## src/verilog/spg_pkg.sv

```systemverilog
// Package: constants for the serial port, general-purpose line and mode block
package spg_pkg;
  localparam int unsigned CLK_FREQ_HZ = 50_000_000;
  localparam int unsigned MAX_BAUD_BPS = 115_200;
  localparam logic [15:0] DEF_BAUD_DIV = 16'(CLK_FREQ_HZ / MAX_BAUD_BPS);
  localparam int unsigned BLANK_TIME_MS = 20;
  localparam int unsigned BLANK_CYCLES = (CLK_FREQ_HZ / 1000) * BLANK_TIME_MS;
  localparam logic [2:0] PAR_NONE = 3'h0;
  localparam logic [2:0] PAR_EVEN = 3'h1;
  localparam logic [2:0] PAR_ODD = 3'h2;
  localparam logic [2:0] PAR_MARK = 3'h3;
  localparam logic [2:0] PAR_SPACE = 3'h4;
  localparam logic [1:0] GPD_GPIO = 2'h0;
  localparam logic [1:0] GPD_CTS = 2'h1;
  localparam logic [1:0] GPD_DUPLEX = 2'h2;
  localparam logic IDLE_LEVEL = 1'b1;
  localparam logic LATCH_RESET = 1'b1;
  localparam logic [3:0] BIT_CNT_7 = 4'h7;
  localparam logic [3:0] BIT_CNT_8 = 4'h8;
  typedef enum {TX_IDLE, TX_START, TX_DATA, TX_PAR, TX_STOP} spg_tx_e;
  typedef enum {RX_IDLE, RX_START, RX_DATA, RX_PAR, RX_STOP} spg_rx_e;
  typedef enum {MODE_BOOT, MODE_APP, MODE_UPGRADE, MODE_PROG} spg_mode_e;
endpackage

```

## src/verilog/spg_top.sv

```systemverilog
// Serial port, general-purpose lines, LEDs and mode selection
`timescale 1ns/1ps
module spg_top #(
  parameter int unsigned BLANK_CYC = spg_pkg::BLANK_CYCLES
) (
  // Clock, reset, enable
  input wire logic MCLK_I,
  input wire logic NRST_I,
  input wire logic CE_I,
  // Serial configuration
  input wire logic [15:0] BAUD_DIV_I,
  input wire logic [2:0] PARITY_MODE_I,
  input wire logic CHAR_8BIT_I,
  // Line functions
  input wire logic GP_B_DSR_EN_I,
  input wire logic GP_C_DTR_EN_I,
  input wire logic [1:0] GP_D_MODE_I,
  input wire logic GP_E_RTS_EN_I,
  input wire logic [3:0] GP_OUT_I,
  output logic [3:0] GP_IN_O,
  input wire logic DTR_ASSERT_I,
  output logic DSR_ACTIVE_O,
  output logic HALF_DUPLEX_O,
  // Transmit stream
  input wire logic [7:0] TX_DATA_I,
  input wire logic TX_VALID_I,
  output logic TX_READY_O,
  // Receive stream
  input wire logic RX_ACCEPT_I,
  output logic [7:0] RX_DATA_O,
  output logic RX_VALID_O,
  output logic RX_PARITY_ERR_O,
  output logic RX_FRAME_ERR_O,
  // Serial pins
  output logic TX_O,
  input wire logic RX_I,
  // General-purpose pins b to e
  input wire logic GP_B_I,
  output logic GP_B_O,
  output logic GP_B_OE_O,
  input wire logic GP_C_I,
  output logic GP_C_O,
  output logic GP_C_OE_O,
  input wire logic GP_D_I,
  output logic GP_D_O,
  output logic GP_D_OE_O,
  input wire logic GP_E_I,
  output logic GP_E_O,
  output logic GP_E_OE_O,
  // Link and status LEDs
  input wire logic LINK_UP_I,
  input wire logic LINK_100M_I,
  input wire logic PKT_RX_I,
  input wire logic STATUS_GREEN_I,
  input wire logic STATUS_RED_I,
  output logic LINK_SPEED_LED_O,
  output logic LINK_ACT_LED_O,
  output logic STATUS_LED_A_O,
  output logic STATUS_LED_B_O,
  // Mode selection
  input wire logic BOOT_MODE_SELECT_I,
  output logic APP_RUN_O,
  output logic UPGRADE_MODE_O,
  output logic PROG_MODE_O
);
  import spg_pkg::*;

  spg_tx_e tx_st_q;
  spg_rx_e rx_st_q;
  spg_mode_e mode_st_q;
  logic [15:0] tx_cnt_q, rx_cnt_q;
  logic [3:0] tx_idx_q, rx_idx_q;
  logic [7:0] tx_sh_q, rx_sh_q;
  logic tx_q, tx_par_q, rx_par_q;
  logic [31:0] blank_q;
  logic [3:0] latch, level;
  logic half, cts_ok, tx_acc, tx_tick, rx_tick, par_on, mode_prev_q;
  logic [3:0] nbits;

  function automatic logic par_calc(input logic [7:0] d, input logic b8, input logic [2:0] m);
    logic x;
    x = b8 ? ^d : ^d[6:0];
    case (m)
      PAR_EVEN: par_calc = x;
      PAR_ODD: par_calc = ~x;
      PAR_MARK: par_calc = 1'b1;
      default: par_calc = 1'b0;
    endcase
  endfunction

  // Line functions
  assign half = (GP_D_MODE_I == GPD_DUPLEX) && level[2];
  assign cts_ok = (GP_D_MODE_I != GPD_CTS) || !level[2];
  always_comb begin
    latch[0] = GP_B_DSR_EN_I ? 1'b1 : GP_OUT_I[0];
    latch[1] = GP_C_DTR_EN_I ? ~DTR_ASSERT_I : GP_OUT_I[1];
    latch[2] = (GP_D_MODE_I != GPD_GPIO) ? 1'b1 : GP_OUT_I[2];
    if (GP_E_RTS_EN_I) begin
      latch[3] = half ? (tx_st_q != TX_IDLE) : ~RX_ACCEPT_I;
    end else begin
      latch[3] = GP_OUT_I[3];
    end
  end

  spg_qb_line u_gp_b (.clk_i(MCLK_I), .rst_n_i(NRST_I), .ce_i(CE_I), .latch_i(latch[0]),
    .pin_i(GP_B_I), .pin_o(GP_B_O), .pin_oe_o(GP_B_OE_O), .level_o(level[0]));
  spg_qb_line u_gp_c (.clk_i(MCLK_I), .rst_n_i(NRST_I), .ce_i(CE_I), .latch_i(latch[1]),
    .pin_i(GP_C_I), .pin_o(GP_C_O), .pin_oe_o(GP_C_OE_O), .level_o(level[1]));
  spg_qb_line u_gp_d (.clk_i(MCLK_I), .rst_n_i(NRST_I), .ce_i(CE_I), .latch_i(latch[2]),
    .pin_i(GP_D_I), .pin_o(GP_D_O), .pin_oe_o(GP_D_OE_O), .level_o(level[2]));
  spg_qb_line u_gp_e (.clk_i(MCLK_I), .rst_n_i(NRST_I), .ce_i(CE_I), .latch_i(latch[3]),
    .pin_i(GP_E_I), .pin_o(GP_E_O), .pin_oe_o(GP_E_OE_O), .level_o(level[3]));

  assign GP_IN_O = level;
  assign DSR_ACTIVE_O = GP_B_DSR_EN_I && !level[0];
  assign HALF_DUPLEX_O = half;

  // Transmitter
  assign nbits = CHAR_8BIT_I ? BIT_CNT_8 : BIT_CNT_7;
  assign par_on = (PARITY_MODE_I != PAR_NONE);
  assign TX_READY_O = (tx_st_q == TX_IDLE) && cts_ok;
  assign tx_acc = TX_VALID_I && TX_READY_O;
  assign tx_tick = (tx_cnt_q == 16'h0);
  assign TX_O = tx_q;

  always_ff @(posedge MCLK_I or negedge NRST_I) begin
    if (!NRST_I) begin
      tx_st_q <= TX_IDLE;
      tx_q <= IDLE_LEVEL;
      tx_cnt_q <= 16'h0;
      tx_idx_q <= 4'h0;
      tx_sh_q <= 8'h0;
      tx_par_q <= 1'b0;
    end else if (CE_I) begin
      tx_cnt_q <= tx_tick ? BAUD_DIV_I - 16'h1 : tx_cnt_q - 16'h1;
      case (tx_st_q)
        TX_IDLE: begin
          tx_q <= IDLE_LEVEL;
          if (tx_acc) begin
            tx_st_q <= TX_START;
            tx_q <= 1'b0;
            tx_cnt_q <= BAUD_DIV_I - 16'h1;
            tx_sh_q <= TX_DATA_I;
            tx_idx_q <= 4'h0;
            tx_par_q <= par_calc(TX_DATA_I, CHAR_8BIT_I, PARITY_MODE_I);
          end
        end
        TX_START, TX_DATA: begin
          if (tx_tick) begin
            if (tx_st_q == TX_DATA && tx_idx_q == nbits) begin
              tx_st_q <= par_on ? TX_PAR : TX_STOP;
              tx_q <= par_on ? tx_par_q : 1'b1;
            end else begin
              tx_st_q <= TX_DATA;
              tx_q <= tx_sh_q[0];
              tx_sh_q <= {1'b0, tx_sh_q[7:1]};
              tx_idx_q <= tx_idx_q + 4'h1;
            end
          end
        end
        TX_PAR: begin
          if (tx_tick) begin
            tx_st_q <= TX_STOP;
            tx_q <= 1'b1;
          end
        end
        TX_STOP: begin
          if (tx_tick) begin
            tx_st_q <= TX_IDLE;
          end
        end
        default: tx_st_q <= TX_IDLE;
      endcase
    end
  end

  // Receiver, samples mid-bit
  assign rx_tick = (rx_cnt_q == 16'h0);
  always_ff @(posedge MCLK_I or negedge NRST_I) begin
    if (!NRST_I) begin
      rx_st_q <= RX_IDLE;
      rx_cnt_q <= 16'h0;
      rx_idx_q <= 4'h0;
      rx_sh_q <= 8'h0;
      rx_par_q <= 1'b0;
      RX_DATA_O <= 8'h0;
      RX_VALID_O <= 1'b0;
      RX_PARITY_ERR_O <= 1'b0;
      RX_FRAME_ERR_O <= 1'b0;
    end else if (CE_I) begin
      RX_VALID_O <= 1'b0;
      rx_cnt_q <= rx_tick ? BAUD_DIV_I - 16'h1 : rx_cnt_q - 16'h1;
      case (rx_st_q)
        RX_IDLE: begin
          if (!RX_I) begin
            rx_st_q <= RX_START;
            rx_cnt_q <= {1'b0, BAUD_DIV_I[15:1]};
          end
        end
        RX_START: begin
          if (rx_tick) begin
            rx_st_q <= RX_I ? RX_IDLE : RX_DATA;
            rx_idx_q <= 4'h0;
            rx_sh_q <= 8'h0;
          end
        end
        RX_DATA: begin
          if (rx_tick) begin
            rx_sh_q <= CHAR_8BIT_I ? {RX_I, rx_sh_q[7:1]} : {1'b0, RX_I, rx_sh_q[6:1]};
            rx_idx_q <= rx_idx_q + 4'h1;
            if (rx_idx_q + 4'h1 == nbits) begin
              rx_st_q <= par_on ? RX_PAR : RX_STOP;
            end
          end
        end
        RX_PAR: begin
          if (rx_tick) begin
            rx_par_q <= RX_I;
            rx_st_q <= RX_STOP;
          end
        end
        RX_STOP: begin
          if (rx_tick) begin
            rx_st_q <= RX_IDLE;
            RX_DATA_O <= rx_sh_q;
            RX_VALID_O <= 1'b1;
            RX_FRAME_ERR_O <= !RX_I;
            RX_PARITY_ERR_O <= par_on &&
              (rx_par_q != par_calc(rx_sh_q, CHAR_8BIT_I, PARITY_MODE_I));
          end
        end
        default: rx_st_q <= RX_IDLE;
      endcase
    end
  end

  // LEDs
  always_ff @(posedge MCLK_I or negedge NRST_I) begin
    if (!NRST_I) begin
      LINK_SPEED_LED_O <= 1'b0;
      STATUS_LED_A_O <= 1'b0;
      STATUS_LED_B_O <= 1'b0;
    end else if (CE_I) begin
      LINK_SPEED_LED_O <= LINK_UP_I && LINK_100M_I;
      STATUS_LED_A_O <= STATUS_GREEN_I;
      STATUS_LED_B_O <= STATUS_RED_I;
    end
  end

  always_ff @(posedge MCLK_I or negedge NRST_I) begin
    if (!NRST_I) begin
      blank_q <= 32'h0;
      LINK_ACT_LED_O <= 1'b0;
    end else if (CE_I) begin
      if (PKT_RX_I) begin
        blank_q <= 32'(BLANK_CYC);
      end else if (blank_q != 32'h0) begin
        blank_q <= blank_q - 32'h1;
      end
      LINK_ACT_LED_O <= LINK_UP_I && !PKT_RX_I && (blank_q <= 32'h1);
    end
  end

  // Mode selection, sampled on first enabled edge after reset
  always_ff @(posedge MCLK_I or negedge NRST_I) begin
    if (!NRST_I) begin
      mode_st_q <= MODE_BOOT;
      mode_prev_q <= 1'b1;
    end else if (CE_I) begin
      mode_prev_q <= BOOT_MODE_SELECT_I;
      case (mode_st_q)
        MODE_BOOT: mode_st_q <= BOOT_MODE_SELECT_I ? MODE_APP : MODE_UPGRADE;
        MODE_APP: begin
          if (mode_prev_q && !BOOT_MODE_SELECT_I) begin
            mode_st_q <= MODE_PROG;
          end
        end
        MODE_UPGRADE, MODE_PROG: mode_st_q <= mode_st_q;
        default: mode_st_q <= MODE_BOOT;
      endcase
    end
  end

  assign APP_RUN_O = (mode_st_q == MODE_APP);
  assign UPGRADE_MODE_O = (mode_st_q == MODE_UPGRADE);
  assign PROG_MODE_O = (mode_st_q == MODE_PROG);
endmodule

```

## src/verilog/spg_qb_line.sv

```systemverilog
// Quasi-bidirectional general-purpose line with output latch
`timescale 1ns/1ps
module spg_qb_line (
  // Clock, reset and enable
  input wire logic clk_i,
  input wire logic rst_n_i,
  input wire logic ce_i,
  // Latch and pin
  input wire logic latch_i,
  input wire logic pin_i,
  output logic pin_o,
  output logic pin_oe_o,
  output logic level_o
);
  import spg_pkg::*;
  logic latch_q;
  logic level_q;

  // Latch low pulls the line; latch high releases to the pull-up
  always_ff @(posedge clk_i or negedge rst_n_i) begin
    if (!rst_n_i) begin
      latch_q <= LATCH_RESET;
    end else if (ce_i) begin
      latch_q <= latch_i;
    end
  end

  always_ff @(posedge clk_i or negedge rst_n_i) begin
    if (!rst_n_i) begin
      level_q <= IDLE_LEVEL;
    end else if (ce_i) begin
      level_q <= pin_i;
    end
  end

  assign pin_o = 1'b0;
  assign pin_oe_o = ~latch_q;
  assign level_o = level_q;
endmodule

```

## config.mk

```make
export PLATFORM = sky130hd
export DESIGN_NAME = spg_top
export DESIGN_NICKNAME = d
export VERILOG_FILES = /design/src/verilog/spg_pkg.sv /design/src/verilog/spg_top.sv /design/src/verilog/spg_qb_line.sv
export SDC_FILE = /design/constraint.sdc
export NUM_CORES = 1
export LEC_CHECK = 0
export BUFFER_PORTS_ARGS = -buffer_cell sky130_fd_sc_hd__buf_4
export CELL_PAD_IN_SITES_DETAIL_PLACEMENT = 0
export CELL_PAD_IN_SITES_GLOBAL_PLACEMENT = 2
export CORE_AREA = 2 2 175 125
export DETAILED_ROUTE_END_ITERATION = 16
export DIE_AREA = 0 0 177 127
export PLACE_DENSITY_LB_ADDON = 0.05
export SYNTH_ARGS = -nofsm -noshare
export SYNTH_HDL_FRONTEND = slang
export SYNTH_SLANG_ARGS = --single-unit
```

## constraint.sdc

```tcl
create_clock -name MCLK_I -period 6.8 [get_ports MCLK_I]
set_clock_uncertainty 0.2 [all_clocks]
set_input_delay 1.36 -clock MCLK_I [delete_from_list [all_inputs] [get_ports MCLK_I]]
set_output_delay 1.36 -clock MCLK_I [all_outputs]
set_load 0.01 [all_outputs]
```

==> results of run 1 <==
[logic make-up (layout without fill, tap and decap cells)]
kind of cell / count (synthesis) / after routing / share of synthesized area, %
AO/OA/AOI/OAI: 187 / 187 / 16.35
other: 1 / 4 / 0.05209
adder cells (fa/ha/maj): 9 / 9 / 1.564
flip-flops: 123 / 123 / 42.93
XOR/XNOR: 59 / 59 / 7.369
AND/OR/NAND/NOR: 323 / 323 / 22.92
buffers and inverters: 74 / 144 / 4.293
multiplexers: 30 / 30 / 4.519
[per-layer routing]
| layer | part of all wire [%] | up-vias | global-route usage [%] |
|---|---|---|---|
| met4 | 1.1 | 0 | 4.473 |
| met3 | 3.9 | 17 | 3.988 |
| met5 | 0 | - | 0 |
| li1 | - | 2991 | - |
| met1 | 51 | 2921 | 25.41 |
| met2 | 44 | 106 | 26.71 |
[report_power, final]
| group | leakage [nW] | switching, mW | total (mW) | internal, mW |
|---|---|---|---|---|
| Clock | 0.281 | 0.330 | 0.925 | 0.595 |
| Combinational | 1.81 | 0.412 | 0.751 | 0.340 |
| Sequential | 1.51 | 0.201 | 1.11 | 0.910 |
| Total | 3.61 | 0.943 | 2.79 | 1.84 |
[final cells by class]
type / instances / area, um2 / area share [%]
Clock buffer: 25 / 475.5 / 5.522
Clock inverter: 7 / 115.1 / 1.337
Inverter: 24 / 90.09 / 1.046
Multi-Input combinational cell: 612 / 3832 / 44.51
Sequential cell: 123 / 3090 / 35.90
Tap cell: 276 / 345.3 / 4.011
Timing Repair Buffer: 88 / 660.6 / 7.673
[metrics by stage]
| step | power (mW) | hold WS [ps] | instance area, um2 | worst slack [ps] |
|---|---|---|---|---|
| 2_1_floorplan | 1.632 | 240.5 | 7211 | 3366 |
| 3_3_place_gp | 1.856 | 265.7 | 8019 | 2834 |
| 3_5_place_dp | 1.872 | 270.9 | 8019 | 2778 |
| 4_1_cts | 2.821 | 286.7 | 8610 | 3214 |
| 5_1_grt | 2.990 | 301.9 | 8610 | 2991 |
| 6_report | 2.787 | 280.9 | 8610 | 3218 |
[registers in the layout, summed over array words and instances (netlist names), 2 cells and up]
name / cells
rx_cnt_q: 16
rx_st_q: 3
rx_idx_q: 4
tx_st_q: 3
blank_q: 32
RX_DATA_O: 8
tx_sh_q: 8
tx_idx_q: 4
tx_cnt_q: 16
mode_st_q: 2
rx_sh_q: 8
[synth_stat cells (all sizes together), types with 4 or more instances]
cell and number:
nand2b 4, nand4 6, xor2 35, nand3 23, nand4b 8, o211ai 11, or3 12, nand3b 6
dfrtp 113, o21ai 64, mux2i 10, a211oi 4, nand2 81, o31ai 9, and2 5, xnor2 23
dfstp 10, or4 17, a21oi 37, o22ai 10, buf 12, nor2 88, clkbuf 38, mux2 20
nor4 11, a21o 6, ha 9, nor3 29, inv 24, a31oi 10, and3 8, nor3b 6
nor2b 7, a22o 14
[critical path: cells and delay by family]
kind | cells | cell delay [ps]
buf+inv | 1 | 130
xor+xnor | 1 | 160
compound gates | 2 | 270
simple gates | 3 | 1730
[worst paths after layout]
kind,endpoint,cells past startpoint
max,tx_cnt_q[15],7
min,blank_q[11],2
max reg2reg,rx_idx_q[2],7
min reg2reg,blank_q[11],2
max in group asynchronous,rx_cnt_q[15],2
min in group asynchronous,STATUS_LED_B_O,1
==> reports/results.txt, run 1 <==
Hold Buf Count CTS -> 0
Max Buffers Root-to-Sink -> 2
Clock transition at path regs -> 50 ps
Die area -> 22,480 um2
Status -> finished, final reports clean
Maximum fanout along the worst path -> 7
Setup TNS -> 0 ps
R2R setup slack -> 3330 ps
Total CTS buffers -> 17
Grt total ovfl -> 0
Pwr/cell area -> 323.7 nW/um2
Area growth syn-to-layout -> 19.59%
Post-Layout Cell Count -> 1,155
Post-synth top area cell -> dfrtp_1
Core Util, Final -> 41.70%
Synthesized area -> 7199 um2
DR iter-0 viols -> 330
Ys flop type -> dfrtp_1
Critical path origin -> BAUD_DIV_I[4]
Fin crit share -> 52.67%
First-pass GRT wire length -> 31.51 mm
Leakage -> 3.607 nW
Tmin final -> 3582 ps
Max Clk Rate -> 279.2 MHz
Vias in the first global route -> 6,051
Largest net degree at the start of global routing -> 76
Antenna cell count -> 0
Commonest non-fill, non-tap cell in the layout -> dfrtp_1
Drt pass-1 iters -> 4
Cts repair resizes -> 0
Worst min path class -> reg2reg
Row count -> 44
Synth area leaders -> dfrtp_1, nor2_1, o21ai_0, xor2_1, nand2_1
Initial antenna violation count -> 0
Layout cell share with drive strength beyond 1 -> 18.43%
Post-synthesis sequential area ratio -> 42.93%
Yosys top cell area share -> 39.28%
Core area -> 20,640 um2
EDFF count, synth -> 0
GPL Wtd Cong -> 0.8194
Worst vdd ir -> 0.2216 mV
Clock sinks -> 123
Seq cells post-synth -> 123
CP arrival -> 3640 ps
Post-DRT Antenna Nets -> 0
Commonest non-fill, non-tap cells in the layout -> dfrtp_1, nor2_1, buf_4
Number of port buffers -> 83
Routed len/inst -> 16.27 um
Filler cell count in the final layout -> 2,076
Max-slew violations -> 0
Critical Path, Cell by Cell -> buf_4 > nor4_1 > nand4b_1 > or3b_2 > xnor2_1 > o21ai_0 > a21oi_1
Starting Density -> 34.87%
Crit Path Category -> in2reg
CP startpoint kind -> primary input
Slew headroom -> 29.38%
Latest clock arrival within the worst-skew pair -> 420 ps
RR Startpoint -> rx_cnt_q[0]
# DRC -> 0
Dpl cells -> 1,123
Post-Synthesis Cells -> 806
DR vias -> 6,035
Warnings, synthesis -> 0
Async set or reset register ratio after synthesis -> 100.0%
Clk root buf -> clkbuf_16
Syn Area/Cell -> 8.932 um2
GR Util All Layers -> 17.63%
Critical-path top delay cell -> nor4_1
Layout net count -> 929
Placed wire-length estimate -> 12.99 mm
Post-Route WL -> 18.79 mm
Yosys cell types -> 65
Height of the die -> 127 um
Hold path start -> blank_q[11]
# IOs -> 88
Final hold viol count -> 0
Crit. End Element -> flop
Number of max-cap violations -> 0
Worst-Margin Slew -> 1050 ps
CTS tree -> done
RSZ-0062 raised after global routing -> false
Data required time of the worst path -> 6860 ps
Final setup fails -> 0
H-tree lvl count -> 4
Vias per inst -> 5.225
Setup bufs post-CTS -> 0
Max stage delay on crit path -> 890 ps
Die Width -> 177 um
Power figures use the tool's default switching activity.
==> run 2: changes to the inputs <==
==> constraint.sdc (replaced) <==
create_clock -name MCLK_I -period 3.5 [get_ports MCLK_I]
set_clock_uncertainty 0.2 [all_clocks]
set_input_delay 0.7 -clock MCLK_I [delete_from_list [all_inputs] [get_ports MCLK_I]]
set_output_delay 0.7 -clock MCLK_I [all_outputs]
set_load 0.01 [all_outputs]
==> reports/results.txt, run 2 (synthesized netlist as in run 1, its figures left out) <==
Critical path origin -> rx_cnt_q[0]
Filler cell count in the final layout -> 2,067 (-0.43%)
Cts repair resizes -> 0 (unchanged)
H-tree lvl count -> 4 (unchanged)
Final setup fails -> 0 (unchanged)
Leakage -> 3.675 nW (+1.9%)
Latest clock arrival within the worst-skew pair -> 420 ps (about the same)
Top reg by flops -> blank_q
Buf+Inv Stages, Crit Path -> 1 (unchanged)
Fin crit share -> 83.15%
Power Total -> 5.325 mW (+91%)
Worst-Margin Slew -> 1136 ps (+86.43 ps)
Placed wire-length estimate -> 13.47 mm (+3.7%)
Max-slew violations -> 0 (unchanged)
Die area -> 22,480 um2 (unchanged)
DP Worst Slack -> 536.8 ps (-2241 ps)
Max Buffers Root-to-Sink -> 2 (unchanged)
Hold Buf Count CTS -> 0 (unchanged)
Commonest non-fill, non-tap cell in the layout -> dfrtp_1
DR vias -> 6,140 (+1.7%)
Post-DRT Antenna Nets -> 0 (unchanged)
Number of max-cap violations -> 0 (unchanged)
Kind of cell adding the most delay to the critical path -> simple AND/OR/NAND/NOR gates
RSZ-0062 raised after global routing -> false
Largest regs -> blank_q x32, rx_cnt_q x16, tx_cnt_q x16
Worst min path class -> in2async
Grt total ovfl -> 0 (unchanged)
Reg power frac -> 40.6% (+0.8 points)
Total CTS buffers -> 17 (unchanged)
Vias in the first global route -> 6,137 (+1.4%)
Commonest non-fill, non-tap cells in the layout -> dfrtp_1, buf_4, nor2_1
Sw Ratio -> 34.41% (+0.59 points)
Post-Layout Cell Count -> 1,167 (+1.0%)
Height of the die -> 127 um (unchanged)
Routed len/inst -> 16.52 um (+1.5%)
# IOs -> 88 (unchanged)
Clk root buf -> clkbuf_16
Data required time of the worst path -> 3600 ps (-3260 ps)
Dpl cell area -> 8122 um2 (+1.3%)
CTS tree -> done
Drt pass-1 iters -> 6 (+2)
Critical-path top delay cell -> or4_1
Max stage delay on crit path -> 670 ps (-220 ps)
Cell-internal power -> 3.493 mW (+89%)
Area growth syn-to-layout -> 20.59%
Worst vdd ir -> 0.4071 mV (+84%)
Antenna cell count -> 0 (unchanged)
CP startpoint kind -> flop
# DRC -> 0 (unchanged)
Pwr/cell area -> 613.3 nW/um2 (+89%)
Max Clk Rate -> 343.6 MHz
Clock transition at path regs -> 60 ps (about the same)
Crit Path Category -> reg2reg
GR Util All Layers -> 18.04% (+0.41 points)
Initial antenna violation count -> 0 (unchanged)
Tmin final -> 2910 ps
Final hold viol count -> 0 (unchanged)
Layout cell share with drive strength beyond 1 -> 19.87% (+1.4 points)
Number of port buffers -> 83 (unchanged)
Critical Path, Cell by Cell -> inv_1 > ha_1 > or4b_1 > or4_1 > o21ai_1 > nand4_1 > mux2_2
Row count -> 44 (unchanged)
First-pass GRT wire length -> 32.15 mm (+2.0%)
Max reg flops -> 32 (unchanged)
Core area -> 20,640 um2 (unchanged)
Power share of the clock group -> 31.4% (-1.8 points)
GPL Wtd Cong -> 0.8059 (-1.6%)
Clock sinks -> 123 (unchanged)
Maximum fanout along the worst path -> 6 (-1)
P_sw -> 1.833 mW (+94%)
Status -> finished, final reports clean
CP arrival -> 3010 ps (-630 ps)
Dpl cells -> 1,135 (+1.1%)
Slew headroom -> 24.03% (-5.4 points)
Worst setup margin -> 589.7 ps (-2629 ps)
RR Startpoint -> rx_cnt_q[0]
DR iter-0 viols -> 497 (+51%)
Post-Route WL -> 19.28 mm (+2.6%)
Starting Density -> 34.87% (unchanged)
Setup TNS -> 0 ps (unchanged)
Fin area -> 8682 um2 (+0.84%)
Vias per inst -> 5.261 (+0.69%)
Combinational share of power -> 28.0% (+1.0 points)
Die Width -> 177 um (unchanged)
Crit. End Element -> flop
Largest net degree at the start of global routing -> 53 (-30%)
Layout net count -> 941 (+1.3%)
Setup bufs post-CTS -> 0 (unchanged)
==> run 2: path summary, 6_finish.rpt <==
path	to	slack, ps	cells past startpoint
worst max-delay path	rx_st_q[2]	590	7
worst min-delay path	STATUS_LED_B_O	70	1
worst max register to register	rx_st_q[2]	590	7
worst min register to register	blank_q[11]	270	2
max in group asynchronous	u_gp_d.level_o	2120	2
min in group MCLK_I	blank_q[11]	270	2
==> run 2: worst reg2reg max path: stages (launching register included) <==
cell     delay [ps]
dfrtp_1         420
inv_1           110
ha_1            150
or4b_1          530
or4_1           670
o21ai_1         180
nand4_1         190
mux2_2          340
==> run 2: routing by layer <==
| layer | part of all wire [%] | up-vias | global-route usage (%) |
|---|---|---|---|
| li1 | - | 3027 | - |
| met1 | 51 | 2979 | 26.04 |
| met2 | 44 | 120 | 27.24 |
| met3 | 4.0 | 14 | 3.899 |
| met4 | 0.92 | 0 | 4.910 |
| met5 | 0 | - | 0 |
==> run 2: through the flow <==
step                utilization (%)  hold WS [ps]
floorplan                         -         204.4
global placement              39.34         261.9
detailed placement            39.34         266.0
CTS                           42.05         67.01
global route                  42.05         87.24
finish                        42.05         68.09
==> run 2: area by class of cell <==
type	instances	area (um2)	area share, %
Clock inverter	8	68.82	0.7926
Tap cell	276	345.3	3.978
Sequential cell	123	3090	35.60
Inverter	24	90.09	1.038
Timing Repair Buffer	100	763.2	8.791
Multi-Input combinational cell	612	3832	44.14
Clock buffer	24	491.7	5.664
==> run 2: power by group through the flow <==
stage | registers, mW | clock network, mW | logic [mW]
2_1_floorplan | 2.03 | 0 | 1.14
3_3_place_gp | 2.16 | 0 | 1.48
3_5_place_dp | 2.17 | 0 | 1.49
4_1_cts | 2.15 | 1.73 | 1.50
5_1_grt | 2.23 | 1.80 | 1.70
6_report | 2.16 | 1.67 | 1.49
